**src/inc/metering_cfg_pkg.sv**
```systemverilog
package metering_cfg_pkg;

	// ------------------------------------------------------------
	// Register indices and byte addresses
	// ------------------------------------------------------------
	// Printed indices are not word aligned, so byte address = index * 4
	localparam int ADDR_W = 20;
	localparam logic [15:0] IDX_MODE = 16'hE60E;
	localparam logic [15:0] IDX_GAIN = 16'hE60F;
	localparam logic [15:0] IDX_NOMINAL_VOLTAGE_VALUE = 16'hE620;
	localparam logic [15:0] IDX_STAT = 16'hE621;
	localparam logic [ADDR_W-1:0] ADDR_MODE = {2'h0, IDX_MODE, 2'h0};
	localparam logic [ADDR_W-1:0] ADDR_GAIN = {2'h0, IDX_GAIN, 2'h0};
	localparam logic [ADDR_W-1:0] ADDR_NOMINAL_VOLTAGE_VALUE = {2'h0, IDX_NOMINAL_VOLTAGE_VALUE, 2'h0};
	localparam logic [ADDR_W-1:0] ADDR_STAT = {2'h0, IDX_STAT, 2'h0};

	// ------------------------------------------------------------
	// Widths and field positions
	// ------------------------------------------------------------
	localparam int REG_W = 16;
	localparam int NOMINAL_VOLTAGE_VALUE_W = 24;
	localparam int CODE_W = 3;
	localparam int SHIFT_W = 3;
	localparam int MODE_ANGLE_LSB = 9;
	localparam int MODE_NOMINAL_VOLTAGE_VALUE_A = 11;
	localparam int MODE_FREQ = 14;
	localparam int GAIN_PHASE_CURR_LSB = 0;
	localparam int GAIN_NEUT_CURR_LSB = 3;
	localparam int GAIN_PHASE_VOLT_LSB = 6;
	localparam int GAIN_USED_W = 9;

	// ------------------------------------------------------------
	// Reset values and codes
	// ------------------------------------------------------------
	localparam logic [REG_W-1:0] MODE_RST = 16'h01FF;
	localparam logic [REG_W-1:0] GAIN_RST = 16'h0000;
	localparam logic [NOMINAL_VOLTAGE_VALUE_W-1:0] NOMINAL_VOLTAGE_VALUE_RST = 24'h000000;
	localparam logic [CODE_W-1:0] GAIN_CODE_UNITY = 3'h0;
	localparam logic [31:0] READ_ZERO = 32'h00000000;

	// ------------------------------------------------------------
	// Types
	// ------------------------------------------------------------
	// Angle measurement selection, in code order 00..11
	typedef enum logic [1:0] {
		ANG_VOLT_CURR,
		ANG_VOLT_VOLT,
		ANG_CURR_CURR,
		ANG_NONE
	} angle_mode_t;

	// Register targeted by an APB address
	typedef enum logic [2:0] {
		SEL_MODE,
		SEL_GAIN,
		SEL_NOMINAL_VOLTAGE_VALUE,
		SEL_STAT,
		SEL_NONE
	} reg_sel_t;

	// One rms voltage per phase, index 0 = A
	typedef logic [2:0][NOMINAL_VOLTAGE_VALUE_W-1:0] phase_volt_t;

	// Angle pairings handed to the phase-angle unit
	typedef struct packed {
		logic voltCurr;
		logic voltVolt;
		logic currCurr;
	} angle_ctrl_t;

	// Amplifier gains as left shifts, 0 = x1 .. 4 = x16
	typedef struct packed {
		logic [SHIFT_W-1:0] phaseVolt;
		logic [SHIFT_W-1:0] neutCurr;
		logic [SHIFT_W-1:0] phaseCurr;
	} gain_ctrl_t;

endpackage : metering_cfg_pkg

```
**src/hdl/gain_code_decode.sv**
```systemverilog
`timescale 1ns/1ps
// ------------------------------------------------------------
// Gain code to shift decode
// ------------------------------------------------------------
module gain_code_decode (
	input wire logic [metering_cfg_pkg::CODE_W-1:0] code,
	output logic [metering_cfg_pkg::SHIFT_W-1:0] shift
);

	// Codes 000..100 are x1..x16; reserved codes fall back to unity
	always_comb begin
		unique case (code)
			3'h1: shift = 3'h1;
			3'h2: shift = 3'h2;
			3'h3: shift = 3'h3;
			3'h4: shift = 3'h4;
			// Covers 000 and reserved 101..111
			default: shift = 3'h0;
		endcase
	end

endmodule : gain_code_decode

```
**src/hdl/metering_gain_mode_config.sv**
```systemverilog
// Local design decision: the APB register port.
`timescale 1ns/1ps
// Function
// - code 00 voltage-current, 01 voltage-voltage angles
// - code 10 current-current, 11 no angles
// - bit 11 substitutes nominal voltage, phase A
// - bit 12 substitutes nominal voltage, phase B
// - bit 13 substitutes nominal voltage, phase C
// - mode bit 15 resets zero, no function
// - phase current gain codes, reserved act unity
// - neutral gain same mapping, reserved act unity
// - neutral gain forced zero without neutral channel
// - phase voltage gain codes, reserved act unity
// - gain bits 15:9 reset zero, no effect
// - all gain fields reset to unity
module metering_gain_mode_config #(
	// Build variant: 1 when a neutral current channel exists
	parameter bit NEUTRAL_PRESENT = 1'b1
) (
	input wire logic mclk,
	input wire logic rst,
	input wire logic psel,
	input wire logic penable,
	input wire logic pwrite,
	input wire logic [metering_cfg_pkg::ADDR_W-1:0] paddr,
	input wire logic [31:0] pwdata,
	input wire logic [3:0] pstrb,
	output logic [31:0] prdata,
	output logic pready,
	output logic pslverr,
	input wire metering_cfg_pkg::phase_volt_t measVrms,
	output metering_cfg_pkg::phase_volt_t usedVrms,
	output logic [2:0] voltInputIgnore,
	output metering_cfg_pkg::angle_ctrl_t angleCtrl,
	output logic lineFreq60,
	output metering_cfg_pkg::gain_ctrl_t gainCtrl
);

	// ------------------------------------------------------------
	// Functions
	// ------------------------------------------------------------

	// Address to register select, shared by write and read paths
	function automatic metering_cfg_pkg::reg_sel_t decodeAddr(
		input logic [metering_cfg_pkg::ADDR_W-1:0] addr
	);
		metering_cfg_pkg::reg_sel_t sel;
		sel = metering_cfg_pkg::SEL_NONE;
		if (addr == metering_cfg_pkg::ADDR_MODE) begin
			sel = metering_cfg_pkg::SEL_MODE;
		end else if (addr == metering_cfg_pkg::ADDR_GAIN) begin
			sel = metering_cfg_pkg::SEL_GAIN;
		end else if (addr == metering_cfg_pkg::ADDR_NOMINAL_VOLTAGE_VALUE) begin
			sel = metering_cfg_pkg::SEL_NOMINAL_VOLTAGE_VALUE;
		end else if (addr == metering_cfg_pkg::ADDR_STAT) begin
			sel = metering_cfg_pkg::SEL_STAT;
		end
		return sel;
	endfunction : decodeAddr

	// Byte-lane merge: only lanes with their strobe set change
	function automatic logic [31:0] mergeLanes(
		input logic [31:0] old,
		input logic [31:0] wdata,
		input logic [3:0] strb
	);
		logic [31:0] res;
		res = old;
		for (int i = 0; i < 4; i++) begin
			if (strb[i]) begin
				res[i*8 +: 8] = wdata[i*8 +: 8];
			end
		end
		return res;
	endfunction : mergeLanes

	// ------------------------------------------------------------
	// Declarations
	// ------------------------------------------------------------
	// Stored computation mode word
	logic [metering_cfg_pkg::REG_W-1:0] mode_q;
	// Stored gain word
	logic [metering_cfg_pkg::REG_W-1:0] gain_q;
	// Stored nominal voltage
	logic [metering_cfg_pkg::NOMINAL_VOLTAGE_VALUE_W-1:0] nominal_voltage_value_q;
	// Candidate next values after byte-lane merge
	logic [31:0] modeMerged;
	logic [31:0] gainMerged;
	logic [31:0] vnomMerged;
	// Gain word after the neutral field pin
	logic [metering_cfg_pkg::REG_W-1:0] gain_d;
	// APB handshake state
	logic pready_q;
	logic pslverr_q;
	logic [31:0] prdata_q;
	// Read data source, purely combinational
	logic [31:0] readMux;
	// Transfer phases
	logic accessWait;
	logic accessDone;
	logic wrEn;
	metering_cfg_pkg::reg_sel_t addrSel;
	// Decoded fields
	metering_cfg_pkg::angle_mode_t angleMode;
	logic [2:0] nomUse;
	// Decoded amplifier shifts, one per gain field
	logic [metering_cfg_pkg::SHIFT_W-1:0] shiftDec [3];
	// Output flops
	metering_cfg_pkg::phase_volt_t usedVrms_q;
	logic [2:0] voltInputIgnore_q;
	metering_cfg_pkg::angle_ctrl_t angleCtrl_q;
	logic lineFreq60_q;
	metering_cfg_pkg::gain_ctrl_t gainCtrl_q;

	// ------------------------------------------------------------
	// APB transfer phases
	// ------------------------------------------------------------
	// First access cycle waits; data is prepared for the second
	assign accessWait = psel & penable & ~pready_q;
	// Completing edge: the only edge where a write lands
	assign accessDone = psel & penable & pready_q;
	// Writes land only at the completing edge
	assign wrEn = accessDone & pwrite;
	// Address held by the master for the whole transfer
	assign addrSel = decodeAddr(paddr);

	// One wait state on every transfer; pready drops after completion
	always_ff @(posedge mclk or posedge rst) begin
		if (rst) begin
			// No answer pending while in reset
			pready_q <= 1'b0;
		end else begin
			pready_q <= accessWait;
		end
	end

	// Error flag valid only alongside pready
	always_ff @(posedge mclk or posedge rst) begin
		if (rst) begin
			pslverr_q <= 1'b0;
		end else begin
			pslverr_q <= accessWait & (addrSel == metering_cfg_pkg::SEL_NONE);
		end
	end

	// ------------------------------------------------------------
	// Register writes
	// ------------------------------------------------------------
	// Lane merge per register; lanes beyond the width are dropped
	assign modeMerged = mergeLanes({16'h0000, mode_q}, pwdata, pstrb);
	assign gainMerged = mergeLanes({16'h0000, gain_q}, pwdata, pstrb);
	assign vnomMerged = mergeLanes({8'h00, nominal_voltage_value_q}, pwdata, pstrb);

	// Neutral field pinned when the channel is absent
	always_comb begin
		gain_d = gainMerged[metering_cfg_pkg::REG_W-1:0];
		if (!NEUTRAL_PRESENT) begin
			gain_d[metering_cfg_pkg::GAIN_NEUT_CURR_LSB +: metering_cfg_pkg::CODE_W] =
				metering_cfg_pkg::GAIN_CODE_UNITY;
		end
	end

	// Mode word; all bits stored so software reads back what it wrote
	always_ff @(posedge mclk or posedge rst) begin
		if (rst) begin
			mode_q <= metering_cfg_pkg::MODE_RST;
		end else if (wrEn && addrSel == metering_cfg_pkg::SEL_MODE) begin
			mode_q <= modeMerged[metering_cfg_pkg::REG_W-1:0];
		end
	end

	// Gain word; upper bits stored but drive nothing
	always_ff @(posedge mclk or posedge rst) begin
		if (rst) begin
			gain_q <= metering_cfg_pkg::GAIN_RST;
		end else if (wrEn && addrSel == metering_cfg_pkg::SEL_GAIN) begin
			gain_q <= gain_d;
		end
	end

	// Nominal voltage used for substitution
	always_ff @(posedge mclk or posedge rst) begin
		if (rst) begin
			nominal_voltage_value_q <= metering_cfg_pkg::NOMINAL_VOLTAGE_VALUE_RST;
		end else if (wrEn && addrSel == metering_cfg_pkg::SEL_NOMINAL_VOLTAGE_VALUE) begin
			// Lanes 0..2 only; lane 3 has no storage
			nominal_voltage_value_q <= vnomMerged[metering_cfg_pkg::NOMINAL_VOLTAGE_VALUE_W-1:0];
		end
	end

	// ------------------------------------------------------------
	// Register reads
	// ------------------------------------------------------------
	// Read mux; unmapped and reserved space read as zero
	always_comb begin
		unique case (addrSel)
			metering_cfg_pkg::SEL_MODE: begin
				// Upper half reads zero
				readMux = {16'h0000, mode_q};
			end
			metering_cfg_pkg::SEL_GAIN: begin
				// Upper half reads zero
				readMux = {16'h0000, gain_q};
			end
			metering_cfg_pkg::SEL_NOMINAL_VOLTAGE_VALUE: begin
				// Top byte reads zero
				readMux = {8'h00, nominal_voltage_value_q};
			end
			metering_cfg_pkg::SEL_STAT: begin
				// Live view of what the datapath is actually using
				readMux = {19'h00000, angleMode, lineFreq60_q,
					NEUTRAL_PRESENT, gainCtrl_q};
			end
			default: begin
				// Unmapped space: zero, error flagged alongside
				readMux = metering_cfg_pkg::READ_ZERO;
			end
		endcase
	end

	// Read data captured in the wait cycle, held until the next read
	always_ff @(posedge mclk or posedge rst) begin
		if (rst) begin
			prdata_q <= metering_cfg_pkg::READ_ZERO;
		end else if (accessWait && !pwrite) begin
			prdata_q <= readMux;
		end
	end

	// ------------------------------------------------------------
	// Field decode
	// ------------------------------------------------------------
	// Two-bit selection maps straight onto the enum order
	assign angleMode = metering_cfg_pkg::angle_mode_t'(
		mode_q[metering_cfg_pkg::MODE_ANGLE_LSB +: 2]);
	// Per-phase substitution enables, A..C
	assign nomUse = mode_q[metering_cfg_pkg::MODE_NOMINAL_VOLTAGE_VALUE_A +: 3];

	// Angle pairing flags, registered toward the angle unit
	always_ff @(posedge mclk or posedge rst) begin
		if (rst) begin
			angleCtrl_q <= '{voltCurr: 1'b1, voltVolt: 1'b0, currCurr: 1'b0};
		end else begin
			unique case (angleMode)
				metering_cfg_pkg::ANG_VOLT_CURR: begin
					angleCtrl_q <= '{voltCurr: 1'b1, voltVolt: 1'b0, currCurr: 1'b0};
				end
				metering_cfg_pkg::ANG_VOLT_VOLT: begin
					angleCtrl_q <= '{voltCurr: 1'b0, voltVolt: 1'b1, currCurr: 1'b0};
				end
				metering_cfg_pkg::ANG_CURR_CURR: begin
					angleCtrl_q <= '{voltCurr: 1'b0, voltVolt: 1'b0, currCurr: 1'b1};
				end
				metering_cfg_pkg::ANG_NONE: begin
					angleCtrl_q <= '{voltCurr: 1'b0, voltVolt: 1'b0, currCurr: 1'b0};
				end
			endcase
		end
	end

	// Line frequency selection; software owns its correctness
	always_ff @(posedge mclk or posedge rst) begin
		if (rst) begin
			// 50 Hz processing after reset
			lineFreq60_q <= 1'b0;
		end else begin
			lineFreq60_q <= mode_q[metering_cfg_pkg::MODE_FREQ];
		end
	end

	// ------------------------------------------------------------
	// Nominal voltage substitution, one lane per phase
	// ------------------------------------------------------------
	// The same voltage feeds apparent power and every rms consumer,
	// so one substituted value per phase keeps them consistent.
	// Takes effect one edge after the mode write lands
	for (genvar p = 0; p < 3; p++) begin : gSubst
		always_ff @(posedge mclk or posedge rst) begin
			if (rst) begin
				// No substitution and zero voltage in reset
				usedVrms_q[p] <= metering_cfg_pkg::NOMINAL_VOLTAGE_VALUE_RST;
				voltInputIgnore_q[p] <= 1'b0;
			end else begin
				usedVrms_q[p] <= nomUse[p] ? nominal_voltage_value_q : measVrms[p];
				voltInputIgnore_q[p] <= nomUse[p];
			end
		end
	end

	// ------------------------------------------------------------
	// Amplifier gain decode
	// ------------------------------------------------------------
	// Field order: phase current, neutral current, phase voltage
	// Each field decodes on its own; no shared state
	for (genvar g = 0; g < 3; g++) begin : gGain
		// code to shift, reserved as unity
		gain_code_decode uDec (
			.code(gain_q[g*metering_cfg_pkg::CODE_W +: metering_cfg_pkg::CODE_W]),
			.shift(shiftDec[g])
		);
	end

	// Registered gains; upper gain bits are never looked at
	always_ff @(posedge mclk or posedge rst) begin
		if (rst) begin
			// Every amplifier at unity after reset
			gainCtrl_q <= '0;
		end else begin
			// Follows the gain word every cycle
			gainCtrl_q.phaseCurr <= shiftDec[0];
			gainCtrl_q.neutCurr <= shiftDec[1];
			gainCtrl_q.phaseVolt <= shiftDec[2];
		end
	end

	// ------------------------------------------------------------
	// Outputs
	// ------------------------------------------------------------
	// Bus answers, straight from flops
	assign prdata = prdata_q;
	assign pready = pready_q;
	assign pslverr = pslverr_q;
	// Datapath controls, straight from flops, so no decode
	// glitch ever reaches the amplifiers or the rms path
	assign usedVrms = usedVrms_q;
	assign voltInputIgnore = voltInputIgnore_q;
	assign angleCtrl = angleCtrl_q;
	assign lineFreq60 = lineFreq60_q;
	assign gainCtrl = gainCtrl_q;

endmodule : metering_gain_mode_config

```
**config.mk**
```make
export PLATFORM = sky130hd
export DESIGN_NAME = metering_gain_mode_config
export DESIGN_NICKNAME = d
export VERILOG_FILES = /design/src/inc/metering_cfg_pkg.sv /design/src/hdl/gain_code_decode.sv /design/src/hdl/metering_gain_mode_config.sv
export SDC_FILE = /design/constraint.sdc
export NUM_CORES = 1
export LEC_CHECK = 0
export BUFFER_PORTS_ARGS = -buffer_cell sky130_fd_sc_hd__buf_2
export CORE_MARGIN = 3
export CORE_UTILIZATION = 53
export DETAILED_ROUTE_END_ITERATION = 16
export MAX_ROUTING_LAYER = met4
export PLACE_DENSITY = 0.85
export SYNTH_ARGS = -nofsm -noshare
export SYNTH_HDL_FRONTEND = slang
export SYNTH_SLANG_ARGS = --single-unit
```
**constraint.sdc**
```tcl
create_clock -name mclk -period 15.55 [get_ports mclk]
set_input_delay 3.11 -clock mclk [delete_from_list [all_inputs] [get_ports mclk]]
set_output_delay 3.11 -clock mclk [all_outputs]
set_load 0.05 [all_outputs]
```
==> qor.csv <==
stage,metric,value,unit
clocking,CTS resizes,0,
sta,setup TNS,0,ns
clocking,CTS tree,done,
floorplanning,width of the chip,121,um
job,max-cap violations,0,
layout,fin util,70.5,%
clocking,clock root cell,clkbuf_16,
sta,crit share post-route,35.3,%
setup_path,Critical Path Start,paddr[3],
setup_path,CP Capture Type,flop,
sta,clock skew,0.00740,ns
setup_path,Setup CP Type,in -> reg,
yosys,sequential area share after synthesis,61.1,%
clocking,H-tree lvl count,4,
drt,DR WL/cell,21.4,um
grt,vias in the first global route,5337,
setup_path,critical path data arrival time,5.80,ns
yosys,ys flop type,dfrtp_1,
grt,largest net degree at the start of global routing,107,
setup_path,path depth of the worst reg2reg path,5,
grt,initial antenna violation count,1,
setup_path,worst-path fanout max,14,
setup_path,R2R Setup Slk,13.33,ns
min_path,Hold Path Class,reg -> reg,
pwr,Lkg Pwr,4.42,nW
status,status,finished clean,
drt,Via density,5.68,
clocking,Post-CTS Hold Buffers,0,
yosys,Yosys Warn Count,0,
sta,hold slack final,0.446,ns
setup_path,worst flop-to-flop path startpoint,pready$_DFF_PP0_,
yosys,fraction of registers with async set/reset,100,%
grt,grt ovf,0,
setup_path,Worst setup SP type,input port,
grt,global-route wire length before repair,29200,um
layout,register area,4270,um^2
placed_design,Buffers on Ports,237,
yosys,Post-Synthesis Cells,470,
sta,final slew viol count,0,
layout,Area Overhead vs Synth,29.0,%
clocking,Clock Tree Buf Depth,2,
floorplanning,core area,12800,um^2
sta,Slew headroom,7.27,%
setup_path,CP endpoint,nominal_voltage_value_q[1]$_DFFE_PP0P_,
floorplanning,row cnt,41,
drt,Final ANT Viol Nets,0,
drt,total wire length,19100,um
sta,post-layout minimum cycle time,5.49,ns
floorplanning,initial cell density of the core,54.7,%
yosys,Synth Register Bits,170,
sta,final setup fails,0,
sta,Fin. Hold Viols,0,
grt,GRT Util Overall,27.3,%
sta,RSZ-0062 raised after global routing,false,
floorplanning,total I/O pin count,255,
drt,First-pass DRT Iterations,5,
layout,fill count,895,
pwr,VDD IR max,0.0821,mV
clocking,clk sinks,170,
sta,Fmax achieved,0.182,GHz
setup_path,worst endpoint required time,15.86,ns
layout,fraction of layout cells with a size suffix above 1,59.4,%
floorplanning,Die Ht,121,um
yosys,post-synthesis cell type count,43,
clocking,clk_lat worst skew,0.43,ns
yosys,Post-synth EDFFs,0,
drt,DRC Markers,0,
drt,drt first-iter violations,381,
clocking,CTS buffer count,17,
clocking,clock slew at reported path FFs,0.07,ns
placed_design,gpl congestion,0.844,
setup_path,capturing point of the worst reg2reg path,prdata[5]$_DFFE_PP0P_,
clocking,Post-CTS Setup Bufs,0,
placed_design,DP Wirelength,13100,um
layout,nets,840,
placed_design,pre-CTS setup slack,9.66,ns
floorplanning,Total Die Area,14600,um^2
drt,via count,5076,
pwr,PnR Total Power,1.02,mW
yosys,Mapped Area,6980,um^2
yosys,Mapped Avg Cell Area,14.9,um^2
pwr,Power Density,114,nW/um^2
sta,Least-Margin Pin Slew,1.39,ns
layout,multi-input combinational cell area,2600,um^2
sta,Final WS setup,10.06,ns
## critical path, cell delays in order
cell,delay (ns)
buf_2,0.11
or4b_4,0.57
or4_1,0.87
nor4_4,0.72
mux2_2,0.41
## Yosys cell counts (all sizes together) (2+ instances only)
master | count | share of area [%]
dfstp | 10 | 3.8
nor2b | 8 | 0.72
clkbuf | 20 | 1.1
nor2 | 3 | 0.16
nand3 | 4 | 0.29
nor3 | 4 | 0.43
nand4 | 10 | 0.90
buf | 13 | 1.2
dfrtp | 160 | 57
o32a | 10 | 1.4
or4 | 2 | 0.21
a32oi | 7 | 0.88
inv | 2 | 0.11
mux2 | 128 | 21
a22o | 13 | 1.6
or4b | 2 | 0.34
or2 | 3 | 0.27
nor4 | 9 | 2.1
nand4bb | 2 | 0.32
o22ai | 5 | 0.45
o21ai | 10 | 0.72
nand2 | 10 | 0.54
mux2i | 20 | 2.9
nor3b | 3 | 0.32
## per-layer routing
metal / GRT usage (%) / share of wire [%] / wire, um / up-vias
li1: - / - / - / 2207
met3: 4.16 / 4.8 / 921 / 57
met2: 46.1 / 54 / 10200 / 223
met4: 13.0 / 3.4 / 652 / 0
met5: - / 0 / 0 / -
met1: 32.4 / 38 / 7310 / 2589
## power breakdown
| group | total [mW] | leakage [nW] | switching [mW] | internal, mW |
|---|---|---|---|---|
| Clock | 0.473 | 0.316 | 0.178 | 0.295 |
| Combinational | 0.0947 | 1.93 | 0.0674 | 0.0273 |
| Sequential | 0.454 | 2.17 | 0.00247 | 0.452 |
| Total | 1.02 | 4.42 | 0.248 | 0.774 |
## placed cells by master (no fill, tap or decap), types with 2 or more instances in the layout
cell and instances:
diode_2 2, nor4_1 2, mux2_2 126, or4_1 2, nand2_1 10, nor3b_1 3
a22o_1 13, nor3_2 2, clkbuf_16 17, clkinv_4 4, a32oi_1 7, o32a_1 10
o22ai_1 5, dfstp_2 10, bufinv_16 5, nand3_1 4, o21ai_0 10, buf_4 7
inv_6 2, buf_2 237, nor4_4 6, clkbuf_8 2, nor3_1 2, nand4bb_1 2
nor2_1 3, dfrtp_1 160, or2_2 2, nand4_1 10, clkinvlp_4 3, mux2i_1 20
nor2b_1 8, mux2_1 2, conb_1 8
## registers in the layout (all words and copies together) (netlist names)
name                     flops
pready                       1
prdata                      24
angleCtrl                    3
lineFreq60                   1
gainCtrl                     9
gain_q                      16
pslverr                      1
voltInputIgnore              3
nominal_voltage_value_q     24
mode_q                      16
usedVrms                    72
## worst min-delay path by stage
stage                                       from                           end  slack (ns)  depth (start not counted)
after global placement    mode_q[14]$_DFFE_PP0P_          lineFreq60$_DFF_PP0_        0.38                          0
after detailed placement  mode_q[14]$_DFFE_PP0P_          lineFreq60$_DFF_PP0_        0.40                          0
after global routing      mode_q[14]$_DFFE_PP0P_          lineFreq60$_DFF_PP0_        0.46                          0
after floorplan           mode_q[11]$_DFFE_PP0P_  voltInputIgnore[0]$_DFF_PP0_        0.35                          0
after CTS                 mode_q[14]$_DFFE_PP0P_          lineFreq60$_DFF_PP0_        0.44                          0
final                     mode_q[14]$_DFFE_PP0P_          lineFreq60$_DFF_PP0_        0.45                          0
## cells by family (layout without fill, tap and decap cells)
group | Yosys count | after routing | share of synthesized area (%)
buffers and inverters | 35 | 278 | 2.35
AO/OA/AOI/OAI | 50 | 50 | 5.63
flip-flops | 170 | 170 | 61.1
other | 1 | 10 | 0.0537
multiplexers | 148 | 148 | 23.5
AND/OR/NAND/NOR | 66 | 66 | 7.36
## area by class of cell
| cell class | count | area share [%] |
|---|---|---|
| Clock buffer | 19 | 5.03 |
| Multi-Input combinational cell | 272 | 28.8 |
| Timing Repair Buffer | 244 | 13.8 |
| Inverter | 2 | 0.139 |
| Clock inverter | 13 | 2.40 |
| Sequential cell | 170 | 47.4 |
| Antenna cell | 2 | 0.0556 |
| Tap cell | 172 | 2.39 |
## stage by stage
step | instance area, um^2 | std cells
2_1_floorplan | 7010 | 477
3_3_place_gp | 8330 | 860
3_5_place_dp | 8330 | 860
4_1_cts | 9000 | 892
5_1_grt | 9000 | 893
6_report | 9000 | 894
Note: power is estimated with default switching activity, not from simulation.
